### src/hw/motor_ctrl_pkg.sv
package motor_ctrl_pkg;

   // Register offsets on the configuration port
   localparam logic [3:0] OFS_WRITE_LOCK = 4'h3;
   localparam logic [3:0] OFS_IF_MODE = 4'h4;
   localparam logic [3:0] OFS_SUPPLY_REP = 4'h5;
   localparam logic [3:0] OFS_OC_DRV = 4'h6;

   // Reset values
   localparam logic [7:0] RST_WRITE_LOCK = 8'h00;
   localparam logic [7:0] RST_IF_MODE = 8'h80;
   localparam logic [7:0] RST_SUPPLY_REP = 8'h46;
   localparam logic [7:0] RST_OC_DRV = 8'h10;

   // Write-lock field and its codes
   localparam int LOCK_LSB = 0;
   localparam int LOCK_W = 3;
   localparam logic [2:0] LOCK_CODE_OPEN = 3'h3;
   localparam logic [2:0] LOCK_CODE_CLOSE = 3'h6;

   // Interface and mode register fields
   localparam int DATA_OUT_DRIVE_BIT = 5;
   localparam int SLEW_LSB = 3;
   localparam int MODE_SYNC_BIT = 2;
   localparam int MODE_DIGITAL_BIT = 1;
   localparam int FAULT_CLEAR_BIT = 0;

   // Supply and reporting register fields; bit 7 reads as zero
   localparam logic [7:0] SUPPLY_REP_RW_MASK = 8'h7f;
   localparam int FULL_DUTY_40K_BIT = 4;
   localparam int OV_THRESH_BIT = 3;
   localparam int OV_ENABLE_BIT = 2;
   localparam int SERIAL_MASK_BIT = 1;
   localparam int THERM_REP_BIT = 0;

   // Overcurrent and driver register fields
   localparam int HIZ_FORCE_BIT = 7;
   localparam int CLEAR_ON_CYCLE_BIT = 6;
   localparam int DEGLITCH_LSB = 4;
   localparam int RETRY_WAIT_BIT = 3;
   localparam int TRIP_LEVEL_BIT = 2;
   localparam int RESP_MODE_LSB = 0;
   localparam logic [1:0] RESP_LATCHED = 2'h0;
   localparam logic [1:0] RESP_RETRY = 2'h1;

   // Timing
   localparam int CLK_PERIOD_NS = 4;
   localparam int DEGLITCH_0_NS = 200;
   localparam int DEGLITCH_1_NS = 600;
   localparam int DEGLITCH_2_NS = 1200;
   localparam int DEGLITCH_3_NS = 1600;
   localparam int RETRY_SHORT_MS = 5;
   localparam int RETRY_LONG_MS = 500;
   localparam int NS_PER_MS = 1000000;
   localparam int DEG_CNT_W = 9;
   localparam int RETRY_CNT_W = 27;

   // Least times round up to whole cycles
   localparam int DEGLITCH_0_CYC =
      (DEGLITCH_0_NS + CLK_PERIOD_NS - 1) / CLK_PERIOD_NS;
   localparam int DEGLITCH_1_CYC =
      (DEGLITCH_1_NS + CLK_PERIOD_NS - 1) / CLK_PERIOD_NS;
   localparam int DEGLITCH_2_CYC =
      (DEGLITCH_2_NS + CLK_PERIOD_NS - 1) / CLK_PERIOD_NS;
   localparam int DEGLITCH_3_CYC =
      (DEGLITCH_3_NS + CLK_PERIOD_NS - 1) / CLK_PERIOD_NS;
   localparam int RETRY_SHORT_CYC =
      (RETRY_SHORT_MS * NS_PER_MS + CLK_PERIOD_NS - 1) / CLK_PERIOD_NS;
   localparam int RETRY_LONG_CYC =
      (RETRY_LONG_MS * NS_PER_MS + CLK_PERIOD_NS - 1) / CLK_PERIOD_NS;

   // Configuration port request
   typedef struct packed {
      logic wr;
      logic rd;
      logic [3:0] addr;
      logic [7:0] wdata;
   } reg_req_t;

   // Analog and pin events seen by the block
   typedef struct packed {
      logic overcurrent;
      logic overvoltage;
      logic thermal_warning;
      logic serial_fault;
      logic pwm_in;
   } sense_t;

   // Settings steering the power stage
   typedef struct packed {
      logic data_out_push_pull;
      logic [1:0] slew_select;
      logic sync_rectify;
      logic digital_hall;
      logic full_duty_40k;
      logic ov_thresh_22v;
      logic ov_protect_en;
      logic trip_level_13a;
      logic outputs_hiz;
   } drive_cfg_t;

   // Block state
   typedef struct packed {
      logic [7:0] if_mode;
      logic [7:0] supply_rep;
      logic [7:0] oc_drv;
      logic [2:0] lock_code;
      logic locked;
      logic fault_clear;
      logic [DEG_CNT_W-1:0] deg_cnt;
      logic oc_fault;
      logic [RETRY_CNT_W-1:0] retry_cnt;
      logic ov_fault;
      logic serial_fault;
      logic pwm_prev;
      logic fault_out_n;
      logic rvalid;
      logic [7:0] rdata;
   } state_t;

   function automatic logic [DEG_CNT_W-1:0] deglitch_cycles(
      input logic [1:0] sel);
      case (sel)
         2'h0: deglitch_cycles = DEG_CNT_W'(DEGLITCH_0_CYC);
         2'h1: deglitch_cycles = DEG_CNT_W'(DEGLITCH_1_CYC);
         2'h2: deglitch_cycles = DEG_CNT_W'(DEGLITCH_2_CYC);
         default: deglitch_cycles = DEG_CNT_W'(DEGLITCH_3_CYC);
      endcase
   endfunction : deglitch_cycles

endpackage : motor_ctrl_pkg

### src/hw/motor_driver_control_regs.sv
// Notes on behaviour
// - Lock field code 011b unlocks all registers for later writes.
// - Lock code 110b locks; then only lock-field writes are taken.
// - Other lock codes keep the present locked or unlocked state.
// - Interface bit 5 picks data-out drive: 0 open-drain, 1 push-pull.
// - Bits 4-3 select edge rate 25, 50, 125 or 200 V/us.
// - Mode bits 2-1: high bit synchronous rectify, low bit digital Hall.
// - Writing 1 to bit 0 clears latched faults; bit reads back 0.
// - Supply bit 4 sets full-duty PWM: 0 is 20 kHz, 1 is 40 kHz.
// - Supply bit 3 sets overvoltage threshold: 0 is 34 V, 1 is 22 V.
// - Supply bit 2 enables overvoltage protection; resets to 1.
// - Supply bit 1 set masks serial faults from fault pin; resets 1.
// - Supply bit 0 set reports thermal warnings on fault pin; resets 0.
// - Driver bit 7 set forces all output switches to high impedance.
// - Driver bit 6 set clears overcurrent on each new PWM input cycle.
// - Bits 5-4 pick deglitch 0.2, 0.6, 1.2 or 1.6 us; reset code 1.
// - Driver bit 3 picks retry wait: 0 is 5 ms, 1 is 500 ms.
// - Driver bit 2 picks overcurrent trip level: 0 is 9 A, 1 is 13 A.
// - Mode bits 1-0: 0 latched, 1 auto-retry; host never writes 2, 3.
module motor_driver_control_regs #(
   parameter int RETRY_SHORT_CYCLES = motor_ctrl_pkg::RETRY_SHORT_CYC,
   parameter int RETRY_LONG_CYCLES = motor_ctrl_pkg::RETRY_LONG_CYC
)(
   input wire logic CLK,
   input wire logic RST_B,
   input wire motor_ctrl_pkg::reg_req_t REG_REQ,
   input wire motor_ctrl_pkg::sense_t SENSE,
   output logic [7:0] REG_RDATA,
   output logic REG_RVALID,
   output motor_ctrl_pkg::drive_cfg_t DRIVE_CFG,
   output logic LOCKED,
   output logic FAULT_CLEAR_PULSE,
   output logic OC_FAULT,
   output logic OV_FAULT,
   output logic SERIAL_FAULT,
   output logic FAULT_OUT_N
);

   motor_ctrl_pkg::state_t st_reg;
   motor_ctrl_pkg::state_t st_next;

   logic wr_open;
   logic [motor_ctrl_pkg::DEG_CNT_W-1:0] deg_limit;
   logic [motor_ctrl_pkg::RETRY_CNT_W-1:0] retry_limit;
   logic oc_trip;
   logic cycle_start;
   logic retry_done;
   logic [2:0] lock_wdata;
   logic fault_any;

   always_comb
   begin
      st_next = st_reg;
      lock_wdata = REG_REQ.wdata[motor_ctrl_pkg::LOCK_LSB +:
         motor_ctrl_pkg::LOCK_W];

      // Register writes; lock field always reachable
      wr_open = REG_REQ.wr && !st_reg.locked;
      st_next.fault_clear = 1'b0;
      if (REG_REQ.wr && REG_REQ.addr == motor_ctrl_pkg::OFS_WRITE_LOCK)
      begin
         st_next.lock_code = lock_wdata;
         if (lock_wdata == motor_ctrl_pkg::LOCK_CODE_OPEN)
         begin
            st_next.locked = 1'b0;
         end
         else if (lock_wdata == motor_ctrl_pkg::LOCK_CODE_CLOSE)
         begin
            st_next.locked = 1'b1;
         end
         // Any other code leaves the lock as it is
      end
      if (wr_open)
      begin
         case (REG_REQ.addr)
            motor_ctrl_pkg::OFS_IF_MODE:
            begin
               st_next.if_mode = REG_REQ.wdata;
               // Command bit is never stored
               st_next.if_mode[motor_ctrl_pkg::FAULT_CLEAR_BIT] = 1'b0;
               st_next.fault_clear =
                  REG_REQ.wdata[motor_ctrl_pkg::FAULT_CLEAR_BIT];
            end
            motor_ctrl_pkg::OFS_SUPPLY_REP:
            begin
               // Top bit is read-as-zero
               st_next.supply_rep =
                  REG_REQ.wdata & motor_ctrl_pkg::SUPPLY_REP_RW_MASK;
            end
            motor_ctrl_pkg::OFS_OC_DRV:
            begin
               st_next.oc_drv = REG_REQ.wdata;
            end
            default:
            begin
               st_next.oc_drv = st_reg.oc_drv;
            end
         endcase
      end

      // Read data is registered; unmapped offsets read zero
      st_next.rvalid = REG_REQ.rd;
      if (REG_REQ.rd)
      begin
         case (REG_REQ.addr)
            motor_ctrl_pkg::OFS_WRITE_LOCK:
               st_next.rdata = {5'h00, st_reg.lock_code};
            motor_ctrl_pkg::OFS_IF_MODE:
               st_next.rdata = st_reg.if_mode;
            motor_ctrl_pkg::OFS_SUPPLY_REP:
               st_next.rdata = st_reg.supply_rep;
            motor_ctrl_pkg::OFS_OC_DRV:
               st_next.rdata = st_reg.oc_drv;
            default:
               st_next.rdata = 8'h00;
         endcase
      end

      // Overcurrent deglitch: input must hold for the whole filter time
      deg_limit = motor_ctrl_pkg::deglitch_cycles(
         st_reg.oc_drv[motor_ctrl_pkg::DEGLITCH_LSB +: 2]);
      oc_trip = 1'b0;
      if (!SENSE.overcurrent)
      begin
         st_next.deg_cnt = '0;
      end
      else if (st_reg.deg_cnt + 1'b1 >= deg_limit)
      begin
         oc_trip = 1'b1;
         st_next.deg_cnt = deg_limit;
      end
      else
      begin
         st_next.deg_cnt = st_reg.deg_cnt + 1'b1;
      end

      // New PWM input cycle starts on its rising edge
      st_next.pwm_prev = SENSE.pwm_in;
      cycle_start = SENSE.pwm_in && !st_reg.pwm_prev;

      // Retry wait runs only while an auto-retry fault is held
      retry_limit = st_reg.oc_drv[motor_ctrl_pkg::RETRY_WAIT_BIT]
         ? motor_ctrl_pkg::RETRY_CNT_W'(RETRY_LONG_CYCLES)
         : motor_ctrl_pkg::RETRY_CNT_W'(RETRY_SHORT_CYCLES);
      retry_done = 1'b0;
      if (st_reg.oc_fault && st_reg.oc_drv[motor_ctrl_pkg::RESP_MODE_LSB +: 2]
         == motor_ctrl_pkg::RESP_RETRY)
      begin
         if (st_reg.retry_cnt + 1'b1 >= retry_limit)
         begin
            retry_done = 1'b1;
            st_next.retry_cnt = '0;
         end
         else
         begin
            st_next.retry_cnt = st_reg.retry_cnt + 1'b1;
         end
      end
      else
      begin
         st_next.retry_cnt = '0;
      end

      // Reserved modes 2 and 3 behave as latched; a new trip wins the clear
      if (oc_trip)
      begin
         st_next.oc_fault = 1'b1;
      end
      else if (st_reg.fault_clear || retry_done)
      begin
         st_next.oc_fault = 1'b0;
      end
      else if (cycle_start &&
         st_reg.oc_drv[motor_ctrl_pkg::CLEAR_ON_CYCLE_BIT])
      begin
         st_next.oc_fault = 1'b0;
      end

      // Overvoltage follows the comparator only while enabled
      st_next.ov_fault = SENSE.overvoltage &&
         st_reg.supply_rep[motor_ctrl_pkg::OV_ENABLE_BIT];

      // Sticky serial fault; set wins over the clear command
      if (SENSE.serial_fault)
      begin
         st_next.serial_fault = 1'b1;
      end
      else if (st_reg.fault_clear)
      begin
         st_next.serial_fault = 1'b0;
      end

      fault_any = st_reg.oc_fault || st_reg.ov_fault
         || (st_reg.serial_fault &&
            !st_reg.supply_rep[motor_ctrl_pkg::SERIAL_MASK_BIT])
         || (SENSE.thermal_warning &&
            st_reg.supply_rep[motor_ctrl_pkg::THERM_REP_BIT]);
      st_next.fault_out_n = !fault_any;
   end

   always_ff @(posedge CLK or negedge RST_B)
   begin
      if (!RST_B)
      begin
         st_reg.if_mode <= motor_ctrl_pkg::RST_IF_MODE;
         st_reg.supply_rep <= motor_ctrl_pkg::RST_SUPPLY_REP;
         st_reg.oc_drv <= motor_ctrl_pkg::RST_OC_DRV;
         st_reg.lock_code <= motor_ctrl_pkg::RST_WRITE_LOCK[2:0];
         st_reg.locked <= 1'b0;
         st_reg.fault_clear <= 1'b0;
         st_reg.deg_cnt <= '0;
         st_reg.oc_fault <= 1'b0;
         st_reg.retry_cnt <= '0;
         st_reg.ov_fault <= 1'b0;
         st_reg.serial_fault <= 1'b0;
         st_reg.pwm_prev <= 1'b0;
         st_reg.fault_out_n <= 1'b1;
         st_reg.rvalid <= 1'b0;
         st_reg.rdata <= 8'h00;
      end
      else
      begin
         st_reg <= st_next;
      end
   end

   // Fault shutdown shares the high-impedance path with the software force
   always_comb
   begin
      DRIVE_CFG.data_out_push_pull =
         st_reg.if_mode[motor_ctrl_pkg::DATA_OUT_DRIVE_BIT];
      DRIVE_CFG.slew_select =
         st_reg.if_mode[motor_ctrl_pkg::SLEW_LSB +: 2];
      DRIVE_CFG.sync_rectify =
         st_reg.if_mode[motor_ctrl_pkg::MODE_SYNC_BIT];
      DRIVE_CFG.digital_hall =
         st_reg.if_mode[motor_ctrl_pkg::MODE_DIGITAL_BIT];
      DRIVE_CFG.full_duty_40k =
         st_reg.supply_rep[motor_ctrl_pkg::FULL_DUTY_40K_BIT];
      DRIVE_CFG.ov_thresh_22v =
         st_reg.supply_rep[motor_ctrl_pkg::OV_THRESH_BIT];
      DRIVE_CFG.ov_protect_en =
         st_reg.supply_rep[motor_ctrl_pkg::OV_ENABLE_BIT];
      DRIVE_CFG.trip_level_13a =
         st_reg.oc_drv[motor_ctrl_pkg::TRIP_LEVEL_BIT];
      DRIVE_CFG.outputs_hiz = st_reg.oc_drv[motor_ctrl_pkg::HIZ_FORCE_BIT]
         || st_reg.oc_fault || st_reg.ov_fault;
   end

   assign REG_RDATA = st_reg.rdata;
   assign REG_RVALID = st_reg.rvalid;
   assign LOCKED = st_reg.locked;
   assign FAULT_CLEAR_PULSE = st_reg.fault_clear;
   assign OC_FAULT = st_reg.oc_fault;
   assign OV_FAULT = st_reg.ov_fault;
   assign SERIAL_FAULT = st_reg.serial_fault;
   assign FAULT_OUT_N = st_reg.fault_out_n;

endmodule : motor_driver_control_regs

### config.mk
export PLATFORM = sky130hd
export DESIGN_NAME = motor_driver_control_regs
export DESIGN_NICKNAME = d
export VERILOG_FILES = /design/src/hw/motor_ctrl_pkg.sv /design/src/hw/motor_driver_control_regs.sv
export SDC_FILE = /design/constraint.sdc
export NUM_CORES = 1
export LEC_CHECK = 0
export BUFFER_PORTS_ARGS = -buffer_cell sky130_fd_sc_hd__buf_2
export CORE_MARGIN = 3
export CORE_UTILIZATION = 55
export CTS_CLUSTER_DIAMETER = 30
export DETAILED_ROUTE_END_ITERATION = 12
export PLACE_DENSITY = 0.75
export SETUP_SLACK_MARGIN = 0.15
export SLEW_MARGIN = 30
export SYNTH_ARGS = -nofsm -noshare
export SYNTH_HDL_FRONTEND = slang
export SYNTH_SLANG_ARGS = --single-unit
### constraint.sdc
create_clock -name CLK -period 3.9 [get_ports CLK]
set_input_delay 0.39 -clock CLK [delete_from_list [all_inputs] [get_ports CLK]]
set_output_delay 0.39 -clock CLK [all_outputs]
set_load 0.01 [all_outputs]
## Word level (Yosys, flattened, before mapping)

Index checks and enable logic that the tools add are counted.

- Shift operators: 0
- Reductions and logical operators: 26
- Bitwise gates (word level): 0
- Eq/ne operators: 9
- Multipliers: 0
- $add $sub $neg: 2
- Magnitude comparators: 2
- Mux-type cells: 20
- Div/mod/pow operators: 0

Operator list:

| operator | number |
|---|---|
| 27-bit 2-to-1 mux | 3 |
| 8-bit one-hot mux with 4 select lines | 1 |
| 27-bit by 1-bit adder with 27-bit output (second input constant) | 1 |
| 27-bit greater-or-equal comparator | 1 |
| 9-bit one-hot mux with 3 select lines | 1 |
| 9-bit 2-to-1 mux | 2 |
| 1-bit 2-to-1 mux | 13 |
| 4-bit by 3-bit equality test with 1-bit output (second input constant) | 3 |
| 9-bit by 1-bit adder with 9-bit output (second input constant) | 1 |
| 9-bit greater-or-equal comparator | 1 |
| 1-bit logical AND | 8 |
| 2-bit AND reduction | 4 |
| 1-bit logical OR | 6 |
| 2-bit by 1-bit equality test with 1-bit output (second input constant) | 2 |
| 4-bit by 2-bit equality test with 1-bit output (second input constant) | 1 |
| 1-bit zero test | 4 |
| 2-bit nonzero test | 2 |
| 3-bit by 2-bit equality test with 1-bit output (second input constant) | 1 |
| 3-bit equality test (second input constant) | 1 |
| 3-bit nonzero test | 1 |
| 2-bit equality test (second input constant) | 1 |
| 2-bit zero test | 1 |

- Word-level logic and storage cells: 74
- Memory bits (read-only): 0
- Input bits: 21
- Output and inout port bits: 25
- Memories kept: 0
- Bits in latches: 0
- RAM bits: 0
- Register bits: 77

## Longest topological paths before layout

- Depth after elaboration: 7
- Depth in mapped cells: 14
- Mapped depth without buffers: 13

## Least setup slack after synthesis

Ideal clock, no wire load.

- Path kind: reg-to-reg
- Start point: register st_reg[13] (netlist name)
- End point: register st_reg[31] (netlist name)
- Cell stages (with the launch flop): 14
- Period minus slack after synthesis: 3.072 ns
- Setup slack: 0.828 ns
- Buffers on the path: 1
- Arrival time: 2.944 ns
- Setup time: 0.128 ns
- Data required time: 3.772 ns
- Cells stage by stage: dfrtp_1 ha_1 nand3_1 nor4_4 nand2_2 nor3_1 xor2_1 ha_1 nand3_1 or3_1 or2_1 o211ai_4 buf_6 nor2_1

RTL lines:

| item | RTL line | source |
|---|---|---|
| start, declared | motor_driver_control_regs.sv:39 | `motor_ctrl_pkg::state_t st_reg;` |
| start signal, assigned | motor_driver_control_regs.sv:223 | `st_reg <= st_next;` |

==> impl_results.md <==
- Outcome: completed
- Starting Density: 0.582
- RSZ-0062 raised after global routing: false
- TritonCTS clock tree: built
- Final hold slack: 51.2 ps
- GRT Overall Usage: 0.208
- EDFF count, synth: 0
- Element type at the critical path end: flop
- Grt total ovfl: 0
- Most common cell in the netlist: dfrtp_1
- CTS H-Tree Depth: 3
- Skew-Pair Late Insertion Delay: 340 ps
- Switch share: 0.290
- Max frequency: 283 MHz
- Crit path DAT: 3760 ps
- Synth warnings: 0
- Pre-Repair DR Iteration Count: 4
- Static leakage: 2.29 nW
- R2r worst-path depth: 13
- First-pass GRT wire length: 14,500 µm
- Setup-failing EPs final: 0
- Vias/cell: 5.55
- Cts bufs inserted: 9
- Layout Nets: 508
- Worst path required time: 4120 ps
- Synth area leaders: dfrtp_1 (41%), ha_1 (7.2%), mux2_2 (4.9%)
- Power Density: 405 nW/µm²
- Critical-path maximum fanout: 25
- Max reg flops: 53
- Clock sinks: 77
- P&R area growth vs syn: 9.89%
- Flop-to-flop setup slack: 370 ps
- Mean post-synth cell area: 10.2 µm²
- Final hold vios: 0
- Crit Path Class: flop to flop
- Die area: 8990 µm²
- Setup TNS Final: 0 ps
- Height of the die: 94.8 µm
- Drt total wl: 8880 µm
- Max-cap viol count: 0
- Comb pwr share: 0.200
- Worst Tran Pin Value: 692 ps
- Post-layout min period: 3530 ps
- M3 GR Usage: 0.0502
- Synth top area share: 0.410
- Post-synth top cells: dfrtp_1 (71), nor2_1 (46), nand2_1 (30), ha_1 (25), inv_1 (22)
- Ys flop type: dfrtp_1
- Internal power: 1.37 mW
- Initial antenna violation count: 0
- Yosys top cell by area: dfrtp_1
- Hold buffer count at cts: 0
- Gpl congestion: 0.811
- Met1 Use GR: 0.280
- DRC: 0
- PortBufs: 45
- Root buffer cell: clkbuf_8
- Routed len/inst: 15.7 µm
- Netlist cell types: 54
- Core box area: 7450 µm²
- Largest net degree at the start of global routing: 78
- #FFs+latches synth: 77
- Share of cells above drive strength 1: 0.210
- Ant diodes: 0
- Clock Pin Slew Worst Setup and Hold Paths: 70 ps
- Vias: 3,141
- Post-Syn Area: 4340 µm²
- Max rail drop VDD: 0.000296 V
- Detailed Place HPWL: 6410 µm
- Critical Path Source Type: flop
- Fraction of registers with async set or reset after synthesis: 1.00
- Met2 global-route usage: 0.332
- Skew final: 5.31 ps
- Syn Inst Count: 426
- Switch Pwr: 0.561 mW
- Worst rel slew slack: 0.538
- R2r startpoint: st_reg[13]$_DFF_PN0_
- Vias in the first global route: 3,094
- DR iter-0 viols: 154
- Slew Limit Fails: 0
- Clk pwr share: 0.318
- Reg power frac: 0.482
- Post-DRT Antenna Nets: 0
- Worst hold path class: input port to async pin
- # rows: 31
- Top-Level Pins: 46
- RR Endpoint: st_reg[24]$_DFF_PN0_
- Fillers: 621
- Seq/Total Area, Yosys: 0.446
- Die W: 94.8 µm
- CTS Buffer Depth: 2
- Synth Net Count: 472
- Final Cycle Share: 0.906
- Busiest layer in global routing: met2
-- worst max-delay path by stage --
stage / start / end / slack [ps]
CTS: st_reg[13]$_DFF_PN0_ / st_reg[24]$_DFF_PN0_ / 340
global placement: st_reg[13]$_DFF_PN0_ / st_reg[15]$_DFF_PN0_ / 580
finish: st_reg[13]$_DFF_PN0_ / st_reg[24]$_DFF_PN0_ / 370
global route: st_reg[13]$_DFF_PN0_ / st_reg[29]$_DFF_PN0_ / 140
floorplan: st_reg[13]$_DFF_PN0_ / st_reg[31]$_DFF_PN0_ / 830
detailed placement: st_reg[13]$_DFF_PN0_ / st_reg[24]$_DFF_PN0_ / 380
-- logic make-up after synthesis --
kind of cell,after synthesis,synth area share
AND/OR/NAND/NOR,157,0.187
XOR/XNOR,35,0.0707
flip-flops,77,0.446
buffers and inverters,48,0.0606
AO/OA/AOI/OAI,57,0.0958
adder cells (fa/ha/maj),25,0.0721
multiplexers,27,0.0678
-- stage by stage --
stage / area (µm²) / worst slack (ps) / power, mW / utilization / instances
final: 4770 / 368 / 1.93 / 0.640 / 566
after global placement: 4520 / 580 / 1.31 / 0.608 / 546
after CTS: 4730 / 336 / 1.94 / 0.635 / 562
after global routing: 4770 / 143 / 2.04 / 0.640 / 566
after detailed placement: 4520 / 381 / 1.33 / 0.608 / 546
after floorplan: 4340 / 828 / 1.23 / - / 426
-- cell usage in the layout (no fill, tap or decap), types with 5 or more instances in the layout --
cell      netlist  final
nor2b_1        19     19
inv_1          22     22
xor2_1         15     15
buf_4          18      5
o21ai_0         8      8
o22ai_1         7      7
nand2_1        30     30
nand2b_1        5      5
ha_1           25     24
buf_2           0     44
nand3_1        20     20
mux2_2         19     19
and3_1         11     11
nand4_1         7      7
nor2_1         46     46
dfstp_2         6      6
xnor2_1        20     20
mux2i_1         8      8
a211oi_1        7      7
dfrtp_1        71     71
a21oi_1         7      7
clkbuf_8        0     11
-- layer usage --
metal,wire (µm),part of all wire
met3,426,0.048
met5,0,0
met1,4110,0.46
met2,4240,0.48
met4,101,0.011
-- worst max-delay path, cell delays in order, from the launching register on --
cell      delay [ps]
dfrtp_1          430
ha_2             260
nand3_1          190
nor4_4           440
nand2_2          110
nor3_1           200
xor2_1           130
ha_1             320
nand3_1          120
or3_1            400
or2_1            290
o211ai_4         200
buf_6            240
nor2b_1           80
-- power by group through the flow --
| stage | Clock (mW) | Sequential (mW) | Combinational [mW] |
|---|---|---|---|
| 2_1_floorplan | 0 | 0.929 | 0.298 |
| 3_3_place_gp | 0 | 0.940 | 0.370 |
| 3_5_place_dp | 0 | 0.945 | 0.387 |
| 4_1_cts | 0.625 | 0.930 | 0.390 |
| 5_1_grt | 0.662 | 0.939 | 0.444 |
| 6_report | 0.614 | 0.931 | 0.387 |
-- layout make-up --
class,count,area [µm²],area share
clock buffers,13,159,0.0333
flip-flops and latches,77,1930,0.406
inverters,22,82.6,0.0173
repair buffers,51,280,0.0588
multi-input cells,301,2140,0.450
well taps,99,124,0.0260
clock inverters,3,43.8,0.00919
-- timing repair --
action | CTS | global route
setup endpoints to repair | 0 | 25
buffers inserted | 0 | 4
resized for setup | 0 | 2
Power figures use the tool's default switching activity.
